`src/design/bvpt_pkg.sv`:
```
/*
 * Shared constants for the vendor command block decoder and the pin test port.
 * Assumes byte-wide command wrapper and data streams on the core clock.
 */
package bvpt_pkg;
   localparam int          LEN_W        = 32;
   localparam logic [7:0]  SUB_EEPROM   = 8'h26;
   localparam logic [7:0]  SUB_PIN_TEST = 8'h27;
   localparam logic [4:0]  CBW_LEN_LO   = 5'h08;
   localparam logic [4:0]  CBW_LEN_HI   = 5'h0b;
   localparam logic [4:0]  CBW_FLAGS    = 5'h0c;
   localparam int          DIR_BIT      = 7;
   localparam logic [4:0]  CB_BYTE0     = 5'h0f;
   localparam logic [4:0]  CB_BYTE1     = 5'h10;
   localparam logic [4:0]  CBW_LAST     = 5'h1e;
   localparam logic [4:0]  CBW_IDLE_IDX = 5'h1f;
   localparam logic [31:0] PIN_BYTES    = 32'h0000_0004;
   localparam int          P_RST        = 7;
   localparam int          P_CS         = 4;
   localparam int          P_PWR        = 3;
   localparam int          P_ADL        = 1;
   localparam int          P_DDOE       = 15;
   localparam int          P_DACK       = 10;
   localparam int          P_RD         = 9;
   localparam int          P_WR         = 8;
   localparam int          P_DBUS       = 16;
   localparam logic [31:0] PIN_RST_VAL  = 32'h0000_07b0;
   localparam logic [1:0]  STRAP_WAIT   = 2'h3;
   localparam int          SYNC_W       = 20;
endpackage

```
`src/design/bvpt_cb_if.sv`:
```
/*
 * Carries one decoded command wrapper from the parser to the pin test port.
 * Assumes both ends run on the same clock.
 */
`timescale 1ns/1ps
`default_nettype none
interface bvpt_cb_if;
   logic        done;
   logic [7:0]  marker;
   logic [7:0]  sub;
   logic [31:0] len;
   logic        dir_in;
   modport src (output done, output marker, output sub, output len, output dir_in);
   modport dst (input done, input marker, input sub, input len, input dir_in);
endinterface
`default_nettype wire

```
`src/design/bvpt_cbw_parse.sv`:
```
/*
 * Parses the 31-byte command wrapper stream into the fields the port needs.
 * Assumes bytes arrive in order, the first marked by a start strobe.
 */
`timescale 1ns/1ps
`default_nettype none
module bvpt_cbw_parse
   import bvpt_pkg::*;
(
   input  wire logic       clk_in,
   input  wire logic       rst_in,
   input  wire logic       ce_in,
   input  wire logic       cbw_start_in,
   input  wire logic       cbw_valid_in,
   input  wire logic [7:0] cbw_byte_in,
   bvpt_cb_if.src          cb
);
   logic [4:0]  idx;
   logic [4:0]  next_idx;
   logic [4:0]  bidx;
   logic        next_done;
   logic [7:0]  next_marker;
   logic [7:0]  next_sub;
   logic [31:0] next_len;
   logic        next_dir;

   always_comb begin
      bidx        = cbw_start_in ? 5'h00 : idx;
      next_idx    = idx;
      next_done   = 1'b0;
      next_marker = cb.marker;
      next_sub    = cb.sub;
      next_len    = cb.len;
      next_dir    = cb.dir_in;
      if (cbw_valid_in && bidx != CBW_IDLE_IDX) begin
         next_idx = bidx + 5'h01;
         if (bidx >= CBW_LEN_LO && bidx <= CBW_LEN_HI) begin
            next_len[{bidx[1:0], 3'b000} +: 8] = cbw_byte_in;
         end
         if (bidx == CBW_FLAGS) begin
            next_dir = cbw_byte_in[DIR_BIT];
         end
         if (bidx == CB_BYTE0) begin
            next_marker = cbw_byte_in;
         end
         if (bidx == CB_BYTE1) begin
            next_sub = cbw_byte_in;
         end
         if (bidx == CBW_LAST) begin
            next_done = 1'b1;
         end
      end
   end

   always_ff @(posedge clk_in or posedge rst_in) begin
      if (rst_in) begin
         idx       <= CBW_IDLE_IDX;
         cb.done   <= 1'b0;
         cb.marker <= 8'h00;
         cb.sub    <= 8'h00;
         cb.len    <= 32'h0000_0000;
         cb.dir_in <= 1'b0;
      end else if (ce_in) begin
         idx       <= next_idx;
         cb.done   <= next_done;
         cb.marker <= next_marker;
         cb.sub    <= next_sub;
         cb.len    <= next_len;
         cb.dir_in <= next_dir;
      end
   end
endmodule
`default_nettype wire

```
`src/design/bvpt_top.sv`:
```
/*
 * Vendor command block decoder with EEPROM request hand-off and the board pin test port.
 * Assumes the bridge supplies normal pin control and wrapper bytes on the core clock.
 */
`timescale 1ns/1ps
`default_nettype none
module bvpt_top
   import bvpt_pkg::*;
(
   input  wire logic                       clk_in,
   input  wire logic                       rst_in,
   input  wire logic                       ce_in,
   input  wire logic                       cbw_start_in,
   input  wire logic                       cbw_valid_in,
   input  wire logic [7:0]                 cbw_byte_in,
   input  wire logic [7:0]                 vendor_marker_in,
   input  wire logic                       eeprom_sig_bad_in,
   input  wire logic                       host_data_valid_in,
   input  wire logic [7:0]                 host_data_in,
   input  wire logic                       dev_data_ready_in,
   output logic                            dev_data_valid_out,
   output logic [7:0]                      dev_data_out,
   output logic                            eep_start_out,
   output logic                            eep_read_out,
   output logic [bvpt_pkg::LEN_W-1:0]      eep_len_out,
   output logic                            cmd_unrec_out,
   output logic                            xfer_done_out,
   output logic                            boot_mfg_out,
   output logic                            test_mode_out,
   input  wire logic                       norm_reset_n_in,
   input  wire logic                       norm_addr2_in,
   input  wire logic [1:0]                 norm_cs_n_in,
   input  wire logic                       norm_pwr_valid_in,
   input  wire logic [1:0]                 norm_addr_low_in,
   input  wire logic                       norm_dma_ack_n_in,
   input  wire logic                       norm_rd_n_in,
   input  wire logic                       norm_wr_n_in,
   input  wire logic [15:0]                norm_data_in,
   input  wire logic                       norm_data_oe_in,
   input  wire logic                       norm_bus_power_en_in,
   output logic [15:0]                     data_bus_sync_out,
   input  wire logic                       drive_reset_n_in,
   output logic                            drive_reset_n_out,
   output logic                            drive_reset_n_oe_out,
   output logic                            drive_reg_addr_bit2_out,
   output logic [1:0]                      drive_cs_n_out,
   output logic                            drive_power_valid_out,
   output logic [1:0]                      drive_reg_addr_low_out,
   output logic                            drive_dma_ack_n_out,
   output logic                            drive_read_strobe_n_out,
   output logic                            drive_write_strobe_n_out,
   output logic                            bus_power_drive_en_out,
   input  wire logic                       drive_irq_in,
   input  wire logic                       drive_dma_request_in,
   input  wire logic                       drive_io_ready_in,
   input  wire logic [15:0]                drive_data_bus_in,
   output logic [15:0]                     drive_data_bus_out,
   output logic                            drive_data_bus_oe_out
);
   typedef enum logic [1:0] {st_idle, st_pin_load, st_pin_read} bvpt_state_t;

   bvpt_cb_if cb ();

   bvpt_cbw_parse u_parse (
      .clk_in       (clk_in),
      .rst_in       (rst_in),
      .ce_in        (ce_in),
      .cbw_start_in (cbw_start_in),
      .cbw_valid_in (cbw_valid_in),
      .cbw_byte_in  (cbw_byte_in),
      .cb           (cb)
   );

   logic [SYNC_W-1:0] sync_q1;
   logic [SYNC_W-1:0] sync_q2;
   logic              rst_n_s;
   logic              irq_s;
   logic              dma_req_s;
   logic              io_ready_s;
   logic [15:0]       data_bus_s;

   // Pins are asynchronous to the core clock, so two stages come before any reader.
   always_ff @(posedge clk_in or posedge rst_in) begin
      if (rst_in) begin
         sync_q1 <= '0;
         sync_q2 <= '0;
      end else if (ce_in) begin
         sync_q1 <= {drive_reset_n_in, drive_irq_in, drive_dma_request_in, drive_io_ready_in, drive_data_bus_in};
         sync_q2 <= sync_q1;
      end
   end
   assign {rst_n_s, irq_s, dma_req_s, io_ready_s, data_bus_s} = sync_q2;

   bvpt_state_t state;
   bvpt_state_t next_state;
   logic [31:0] idx;
   logic [31:0] next_idx;
   logic [31:0] pin_reg;
   logic [31:0] next_pin_reg;
   logic [31:0] snap;
   logic [31:0] next_snap;
   logic [31:0] live;
   logic [1:0]  strap_cnt;
   logic [1:0]  next_strap_cnt;
   logic        strap_done;
   logic        match;
   logic        next_boot, next_test, next_dv, next_eep_start, next_eep_read, next_unrec, next_done;
   logic [7:0]  next_dout;
   logic [31:0] next_eep_len;
   logic        next_rst_n, next_rst_oe, next_addr2, next_pwr, next_dack, next_rd, next_wr, next_bpwr, next_dbus_oe;
   logic [1:0]  next_cs, next_adl;
   logic [15:0] next_dbus;

   function automatic logic [7:0] snap_byte(input logic [31:0] s, input logic [31:0] i);
      snap_byte = (i < PIN_BYTES) ? s[{i[1:0], 3'b000} +: 8] : 8'h00;
   endfunction

   always_comb begin
      strap_done = (strap_cnt == STRAP_WAIT);
      match      = (cb.marker == vendor_marker_in);
      // Read-only bits, reset and the data bus report the pins as they stand; bit 15 reads 0; other loadable bits report what is driven.
      live = {data_bus_s[15:8], data_bus_s[7:0],
              1'b0, test_mode_out, bus_power_drive_en_out, dma_req_s, io_ready_s,
              drive_dma_ack_n_out, drive_read_strobe_n_out, drive_write_strobe_n_out,
              rst_n_s, drive_reg_addr_bit2_out, drive_cs_n_out, drive_power_valid_out,
              drive_reg_addr_low_out, irq_s};
      next_strap_cnt = strap_done ? strap_cnt : strap_cnt + 2'h1;
      next_boot      = boot_mfg_out | eeprom_sig_bad_in;
      if (next_strap_cnt == STRAP_WAIT && !strap_done && !rst_n_s) begin
         next_boot = 1'b1;
      end
      next_state     = state;
      next_idx       = idx;
      next_pin_reg   = pin_reg;
      next_snap      = snap;
      next_test      = test_mode_out;
      next_dv        = dev_data_valid_out;
      next_dout      = dev_data_out;
      next_eep_start = 1'b0;
      next_eep_read  = eep_read_out;
      next_eep_len   = eep_len_out;
      next_unrec     = 1'b0;
      next_done      = 1'b0;
      unique case (state)
         st_idle: begin
            if (cb.done) begin
               if (match && boot_mfg_out && cb.sub == SUB_EEPROM) begin
                  next_eep_start = 1'b1;
                  next_eep_read  = cb.dir_in;
                  next_eep_len   = cb.len;
               end else if (match && boot_mfg_out && cb.sub == SUB_PIN_TEST) begin
                  next_idx = 32'h0000_0000;
                  if (cb.dir_in) begin
                     next_snap = live;
                     if (cb.len != 32'h0000_0000) begin
                        next_state = st_pin_read;
                        next_dv    = 1'b1;
                        next_dout  = snap_byte(live, 32'h0000_0000);
                     end else begin
                        next_done = 1'b1;
                     end
                  end else begin
                     next_test = 1'b1;
                     if (cb.len != 32'h0000_0000) begin
                        next_state = st_pin_load;
                     end else begin
                        next_done = 1'b1;
                     end
                  end
               end else begin
                  next_unrec = 1'b1;
               end
            end
         end
         st_pin_load: begin
            if (host_data_valid_in) begin
               if (idx < PIN_BYTES) begin
                  next_pin_reg[{idx[1:0], 3'b000} +: 8] = host_data_in;
               end
               next_idx = idx + 32'h0000_0001;
               if (next_idx == cb.len) begin
                  next_state = st_idle;
                  next_done  = 1'b1;
               end
            end
         end
         st_pin_read: begin
            if (dev_data_ready_in) begin
               next_idx = idx + 32'h0000_0001;
               if (next_idx == cb.len) begin
                  next_state = st_idle;
                  next_dv    = 1'b0;
                  next_done  = 1'b1;
               end else begin
                  next_dout = snap_byte(snap, next_idx);
               end
            end
         end
      endcase
      // The packet owns every non-USB output once test mode is on, except address bit 2, bus power enable and the reset output enable.
      next_rst_oe = strap_done;
      next_rst_n  = test_mode_out ? pin_reg[P_RST] : norm_reset_n_in;
      next_addr2  = norm_addr2_in;
      next_cs     = test_mode_out ? pin_reg[P_CS +: 2] : norm_cs_n_in;
      next_pwr    = test_mode_out ? pin_reg[P_PWR] : norm_pwr_valid_in;
      next_adl    = test_mode_out ? pin_reg[P_ADL +: 2] : norm_addr_low_in;
      next_dack   = test_mode_out ? pin_reg[P_DACK] : norm_dma_ack_n_in;
      next_rd     = test_mode_out ? pin_reg[P_RD] : norm_rd_n_in;
      next_wr     = test_mode_out ? pin_reg[P_WR] : norm_wr_n_in;
      next_bpwr   = norm_bus_power_en_in;
      next_dbus    = test_mode_out ? pin_reg[P_DBUS +: 16] : norm_data_in;
      next_dbus_oe = test_mode_out ? pin_reg[P_DDOE] : norm_data_oe_in;
   end

   always_ff @(posedge clk_in or posedge rst_in) begin
      if (rst_in) begin
         state                    <= st_idle;
         idx                      <= 32'h0000_0000;
         pin_reg                  <= PIN_RST_VAL;
         snap                     <= 32'h0000_0000;
         strap_cnt                <= 2'h0;
         boot_mfg_out             <= 1'b0;
         test_mode_out            <= 1'b0;
         dev_data_valid_out       <= 1'b0;
         dev_data_out             <= 8'h00;
         eep_start_out            <= 1'b0;
         eep_read_out             <= 1'b0;
         eep_len_out              <= 32'h0000_0000;
         cmd_unrec_out            <= 1'b0;
         xfer_done_out            <= 1'b0;
         data_bus_sync_out        <= 16'h0000;
         drive_reset_n_out        <= 1'b1;
         drive_reset_n_oe_out     <= 1'b0;
         drive_reg_addr_bit2_out  <= 1'b0;
         drive_cs_n_out           <= 2'h3;
         drive_power_valid_out    <= 1'b0;
         drive_reg_addr_low_out   <= 2'h0;
         drive_dma_ack_n_out      <= 1'b1;
         drive_read_strobe_n_out  <= 1'b1;
         drive_write_strobe_n_out <= 1'b1;
         bus_power_drive_en_out   <= 1'b0;
         drive_data_bus_out       <= 16'h0000;
         drive_data_bus_oe_out    <= 1'b0;
      end else if (ce_in) begin
         state                    <= next_state;
         idx                      <= next_idx;
         pin_reg                  <= next_pin_reg;
         snap                     <= next_snap;
         strap_cnt                <= next_strap_cnt;
         boot_mfg_out             <= next_boot;
         test_mode_out            <= next_test;
         dev_data_valid_out       <= next_dv;
         dev_data_out             <= next_dout;
         eep_start_out            <= next_eep_start;
         eep_read_out             <= next_eep_read;
         eep_len_out              <= next_eep_len;
         cmd_unrec_out            <= next_unrec;
         xfer_done_out            <= next_done;
         data_bus_sync_out        <= data_bus_s;
         drive_reset_n_out        <= next_rst_n;
         drive_reset_n_oe_out     <= next_rst_oe;
         drive_reg_addr_bit2_out  <= next_addr2;
         drive_cs_n_out           <= next_cs;
         drive_power_valid_out    <= next_pwr;
         drive_reg_addr_low_out   <= next_adl;
         drive_dma_ack_n_out      <= next_dack;
         drive_read_strobe_n_out  <= next_rd;
         drive_write_strobe_n_out <= next_wr;
         bus_power_drive_en_out   <= next_bpwr;
         drive_data_bus_out       <= next_dbus;
         drive_data_bus_oe_out    <= next_dbus_oe;
      end
   end
endmodule
`default_nettype wire

```
`config.mk`:
```
export PLATFORM = sky130hd
export DESIGN_NAME = bvpt_top
export DESIGN_NICKNAME = d
export VERILOG_FILES = /design/src/design/bvpt_pkg.sv /design/src/design/bvpt_cb_if.sv /design/src/design/bvpt_cbw_parse.sv /design/src/design/bvpt_top.sv
export SDC_FILE = /design/constraint.sdc
export NUM_CORES = 1
export LEC_CHECK = 0
export BUFFER_PORTS_ARGS = -buffer_cell sky130_fd_sc_hd__buf_2
export CORE_MARGIN = 2
export CORE_UTILIZATION = 57
export CTS_CLUSTER_SIZE = 20
export DETAILED_ROUTE_END_ITERATION = 8
export PLACE_DENSITY = 0.78
export SYNTH_ARGS = -nofsm -noshare
export SYNTH_HDL_FRONTEND = slang
export SYNTH_SLANG_ARGS = --single-unit
export TNS_END_PERCENT = 1
```
`constraint.sdc`:
```
create_clock -name clk_in -period 10.3 [get_ports clk_in]
set_input_delay 0 -clock clk_in [delete_from_list [all_inputs] [get_ports clk_in]]
set_output_delay 0 -clock clk_in [all_outputs]
set_load 0.02 [all_outputs]
```
== After elaboration in Yosys (flattened, before gate mapping) ==
Index checks and enable logic that the tools add are counted.
Storage, ports and cells
  output and inout bits: 92
  bits in registers: 286
  input bits: 80
  word-level logic and storage cells: 163
Cells by class
  equality and inequality tests: 22
  mux-type cells: 64
  order comparisons: 4
  bitwise gates (word level): 3
  reduce and logical (&&, ||, !) cells: 25
  shift operators: 5
  $add $sub $neg: 5
Operator list (count)
  32-bit two-way mux: 5
  32-bit case mux with 3 select lines: 1
  32-bit bitwise mux: 2
  32-bit by 3-bit < comparator with 1-bit output (second input constant): 2
  8-bit two-way mux: 8
  8-bit by 7-bit variable shift with 32-bit output (first input constant): 2
  8-bit by 7-bit indexed part select with 32-bit output: 2
  32-bit by 1-bit adder with 32-bit output (second input constant): 1
  32-bit == test: 1
  32-bit nonzero test: 1
  32-bit by 6-bit indexed part select with 8-bit output: 1
  1-bit two-way mux: 30
  2-bit two-way mux: 12
  6-bit AND reduction: 3
  9-bit AND reduction: 2
  8-bit by 6-bit == test with 1-bit output (second input constant): 2
  16-bit two-way mux: 1
  8-bit case mux with 2 select lines: 1
  2-bit inequality test (second input constant): 7
  5-bit negation with 7-bit output: 2
  3-bit AND reduction: 4
  5-bit by 4-bit == test with 1-bit output (second input constant): 2
  5-bit == test (second input constant): 2
  8-bit == test: 1
  other kinds (21): 33

== Depth between registers and ports, before layout ==
  depth after elaboration: 7
  depth in mapped cells: 13

== Hierarchy ==
From an unflattened synthesis, not the netlist that was laid out.
Second synthesis, totals
  cell total of the unflattened synthesis: 1334
  area total of the unflattened synthesis: 14279.9 um2
Modules (own cells, without submodules)
  bvpt_top: area each 11705.0 um2, instances 1, cells an instance 1126
  bvpt_cbw_parse: area each 2575.0 um2, instances 1, cells an instance 208

== Worst setup path before layout ==
OpenSTA, ideal clock, no wires.
  path type: register to register
  from: register idx[1]
  to: register dev_data_valid_out
  setup slack: 6.844 ns
  data arrival time: 3.332 ns
  cell stages (with the launch flop): 11
  cell sequence: dfrtp_1 -> ha_1 -> buf_2 -> nand3_2 -> nor4_1 -> mux2_2 -> or4_1 -> or4_1 -> nor4_2 -> nand2_1 -> a211o_1
Between the ends
  word-level cells in the longest chain between the ends: 4
Ends and longest elaborated chain
  start: declaration: line bvpt_top.sv:96  | logic [31:0] idx;
  start signal: assignment: line bvpt_top.sv:246  | idx <= next_idx;
  32-bit by 1-bit adder with 32-bit output: line bvpt_top.sv:189  | next_idx = idx + 32'h0000_0001;
  32-bit == test: line bvpt_top.sv:190  | if (next_idx == cb.len) begin
  2-bit inequality test (no line)
  9-bit AND reduction (no line)
  end signal: assignment: line bvpt_top.sv:252  | dev_data_valid_out <= next_dv;
  end: declaration: line bvpt_top.sv:21  | output logic dev_data_valid_out,
Every way passes these cells.
A chain may end at the register's enable or synchronous reset.

== Worst setup path in the final report ==
  from: register idx[0]
  to: register dev_data_out[2]
Between the ends
  word-level cells in the longest chain between the ends: 6
Ends and longest elaborated chain
  32-bit by 1-bit adder with 32-bit output *: line bvpt_top.sv:189
  32-bit by 3-bit < comparator with 1-bit output / 32-bit by 6-bit indexed part select with 8-bit output (equally long branches): line bvpt_top.sv:115  | snap_byte = (i < PIN_BYTES) ? s[{i[1:0], 3'b000} +: 8] : 8'h00;
  8-bit two-way mux: line bvpt_top.sv:115
  8-bit two-way mux: line bvpt_top.sv:190
  8-bit two-way mux: line bvpt_top.sv:188  | if (dev_data_ready_in) begin
  8-bit case mux with 2 select lines: line bvpt_top.sv:144  | unique case (state)
  end signal: assignment: line bvpt_top.sv:253  | dev_data_out <= next_dout;
  end: declaration: line bvpt_top.sv:22  | output logic [7:0] dev_data_out,
Every way passes the cells marked *; elsewhere a longest branch is shown, timed or not. The select of a mux whose other input is x is not followed.

==> qor.yml <==
critical_path:
  critical_path_arrival_ns: 4.90
  rr_worst_depth: 9
  critPathTopFamily: "simple AND/OR/NAND/NOR gates"
  crit_path_frequent_cell: "sky130_fd_sc_hd__mux2_2"
  timing_worst_setup_path_type: "reg2reg"
  timing.critical_path.cells: "ha_1 -> nand3_2 -> or4_4 -> nor2_1 -> nand4_1 -> mux2_2 -> or4_1 -> o32ai_1 -> mux2_2"
  r2r_end: "dev_data_out[2]"
  worst-r2r-setup-slack_ns: 5.90
  critPathCapture: "dev_data_out[2]"
  critical_path.max_stage_delay_ns: 0.84
  critical_path.startpoint: "idx[0]"
  critical_path_peak_fanout: 20
  critical_path.startpoint_type: "register"
  timing.critical_path.required_ns: 10.80
  critPathBufInv: 0
  critical_path_depth: 9
  timing.critical_path.slowest_stage_cell: "sky130_fd_sc_hd__dfrtp_1"
  worstSetupEndpointType: "register"
  r2r-start: "idx[0]"
logic_synthesis:
  synth_largest_type_area_fraction_pct: 45.7
  netlist_instances: 1422
  yosys.area_share.adder_pct: 1.39
  synth_xor_area_share_pct: 3.41
  postSynthRegisterBits: 280
  synth.avg_cell_area_sq_um: 10.1
  yosysMostFrequentCell: "sky130_fd_sc_hd__dfrtp_1"
  post_synth_most_frequent_cells: "263 x sky130_fd_sc_hd__dfrtp_1, 202 x sky130_fd_sc_hd__nand2_1, 138 x sky130_fd_sc_hd__mux2_2"
  synth_async_sr_flop_share_pct: 100
  dominantRegCellSynth: "sky130_fd_sc_hd__dfrtp_1"
  yosys_warnings: 0
  synth_cell_types: 74
  synth_top_cell_by_area: "sky130_fd_sc_hd__dfrtp_1"
  largest_family_of_logic_cells_by_synthesized_area: "simple AND/OR/NAND/NOR gates"
  synth_edf_count: 0
  synth_seq_area_share_pct: 48.8
  netlist_top_cells_area: "sky130_fd_sc_hd__dfrtp_1 46%, sky130_fd_sc_hd__mux2_2 11%, sky130_fd_sc_hd__nand2_1 5.3%"
  synth_compound_area_share_pct: 11.1
  syn-cell-area_sq_um: 14400
  synthMuxAreaShare_pct: 14.1
  synth.net_count: 1518
  simple_gate_portion_of_the_synthesized_area_pct: 17.4
placement:
  portBuffers: 171
  place_inst: 1843
  place_congestion: 1.02
  detailedPlace.worstSlack_ns: 5.96
  post_dp_hpwl_mm: 30.2
timing:
  rsz0062_at_grt: "no"
  finalMaxSlewViolations: 0
  worst_slew_margin_pct: 31.5
  finClkSkew_ns: 0.0141
  finalCriticalPeriod_ns: 4.40
  finalHoldViolations: 0
  worst-slew-pin-transition_ns: 1.03
  setup_total_negative_slack_ns: 0
  finalSetupViolCount: 0
  fin_crit_sh_pct: 42.7
  fmax_ghz: 0.227
  timing.final.ws_setup_ns: 5.90
finish:
  top_regs: "eep_len_out: 32 flops, idx: 32 flops, u_parse.cb.len: 32 flops"
  flow.area_growth_from_synthesis_pct: 20.2
  drive_gt1_share_pct: 25.4
  nNetsFinal: 1720
  diodes: 0
  fin_cells: 1977
drt:
  drt.antenna.violating_nets: 0
  vias_per_cell: 6.20
  detail_route.drc_violations: 0
  num_vias: 12300
  wire_per_inst_um: 23.4
  pre_antenna_drt_iters: 5
  postRouteWirelength_mm: 46.2
  drtIter0Drc: 1260
clock_network:
  htree_num_levels: 1
  postCtsSetupBuffers: 0
  clock_sink_count: 280
  clock-root-buffer: "sky130_fd_sc_hd__clkbuf_16"
  cts_inserted_buffers: 29
  clock_insertion_delay_worst_skew_ns: 0.57
  clock_path_buffers: 3
  clock_tree_from_tritoncts: "done"
  clk_transition_reported_paths_ns: 0.07
worst_hold_path:
  holdCritPathClass: "in2reg"
  min-delay-start: "host_data_valid_in"
run_status:
  status: "complete, no violations"
global_routing:
  grt_first_pass_wirelength_mm: 71.1
  track_usage_pct: 34.8
  grt_start_max_net_pins: 192
  grt_pass1_vias: 12400
  overflow: 0
  grt_antenna_before_repair: 0
floorplanning:
  start_util_pct: 57.6
  die_width_um: 163
  floorplan.rows: 58
  core_area_sq_um: 25000
  die_y_um: 163
  io_pins: 172
  fp.dieArea_sq_um: 26500
pwr:
  power_per_standard_cell_area_nw_per_um2: 233
  leakage_uw: 0.00784
  ir_drop_v: 0.000195
run:
  timing.max_cap.violations: 0
-- worst min-delay path: stages --
cell and delay, ns:
sky130_fd_sc_hd__buf_2 0.09, sky130_fd_sc_hd__inv_1 0.22, sky130_fd_sc_hd__o21ai_0 0.11, sky130_fd_sc_hd__nand4_1 0.09
sky130_fd_sc_hd__a31oi_1 0.08
-- metrics by stage --
stage	area, sq um	hold WS (ns)	total power, uW	util, %
floorplan	14400	0.0746	2340	-
global placement	15400	0.143	2770	61.6
detailed placement	15400	0.148	2760	61.6
CTS	17300	0.0342	4000	69.3
global route	17300	0.0931	4220	69.3
finish	17300	0.0664	4040	69.3
-- routing by layer --
layer,GRT usage (%),up-vias,wire (um)
met4,9.61,0,1070
met1,47.5,6127,19000
met5,0,-,0
li1,-,5512,-
met3,5.47,92,3390
met2,58.1,532,22700
-- logic make-up after synthesis --
family,Yosys count
muxes,177
xor gates and xnor gates,51
buffers and inverters,134
and+or+nand+nor,497
DFF,280
AOI/OAI and AO/OA,267
adders and majority gates,16
-- cells in the final DEF (no fill, tap or decap), types with 13 or more instances in the layout --
cell type	count
sky130_fd_sc_hd__dfrtp_1	263
sky130_fd_sc_hd__nand2_1	202
sky130_fd_sc_hd__buf_2	170
sky130_fd_sc_hd__mux2_2	138
sky130_fd_sc_hd__o21ai_0	123
sky130_fd_sc_hd__dlygate4sd3_1	80
sky130_fd_sc_hd__nor2_1	64
sky130_fd_sc_hd__a21oi_1	58
sky130_fd_sc_hd__inv_1	43
sky130_fd_sc_hd__nand4_1	40
sky130_fd_sc_hd__xnor2_1	38
sky130_fd_sc_hd__nand3_1	34
sky130_fd_sc_hd__nor3_1	34
sky130_fd_sc_hd__mux2i_1	32
sky130_fd_sc_hd__nor4_1	30
sky130_fd_sc_hd__clkbuf_16	29
sky130_fd_sc_hd__dfstp_2	17
sky130_fd_sc_hd__ha_1	16
sky130_fd_sc_hd__nor2b_1	13
-- how the worst min path moves through the flow --
stage	endpoint	slack [ns]	cells past startpoint
floorplan	u_parse.idx[3]	0.07	1
global placement	sync_q1[14]	0.14	2
detailed placement	data_bus_sync_out[14]	0.15	2
CTS	xfer_done_out	0.03	5
global route	xfer_done_out	0.09	5
finish	xfer_done_out	0.07	5
-- area by class of cell --
type | count | area, sq um
inverters | 44 | 173
fillers | 1736 | 7660
clock inverters | 21 | 344
flip-flops and latches | 280 | 7030
clock buffers | 33 | 771
multi-input cells | 1008 | 6830
repair buffers | 261 | 1750
well taps | 330 | 413
-- what timing repair did --
| item | 4_1_cts | 5_1_grt |
|---|---|---|
| resized for setup | 0 | 0 |
| endpoints found under the hold margin | 234 | 0 |
| hold buffers | 80 | 0 |
-- power breakdown --
group          switching (uW)  internal [uW]  total [uW]
clock network             474            746        1220
registers                 202           1200        1400
logic                     908            510        1420
total                    1580           2460        4040
(Power assumes the default switching activity.)
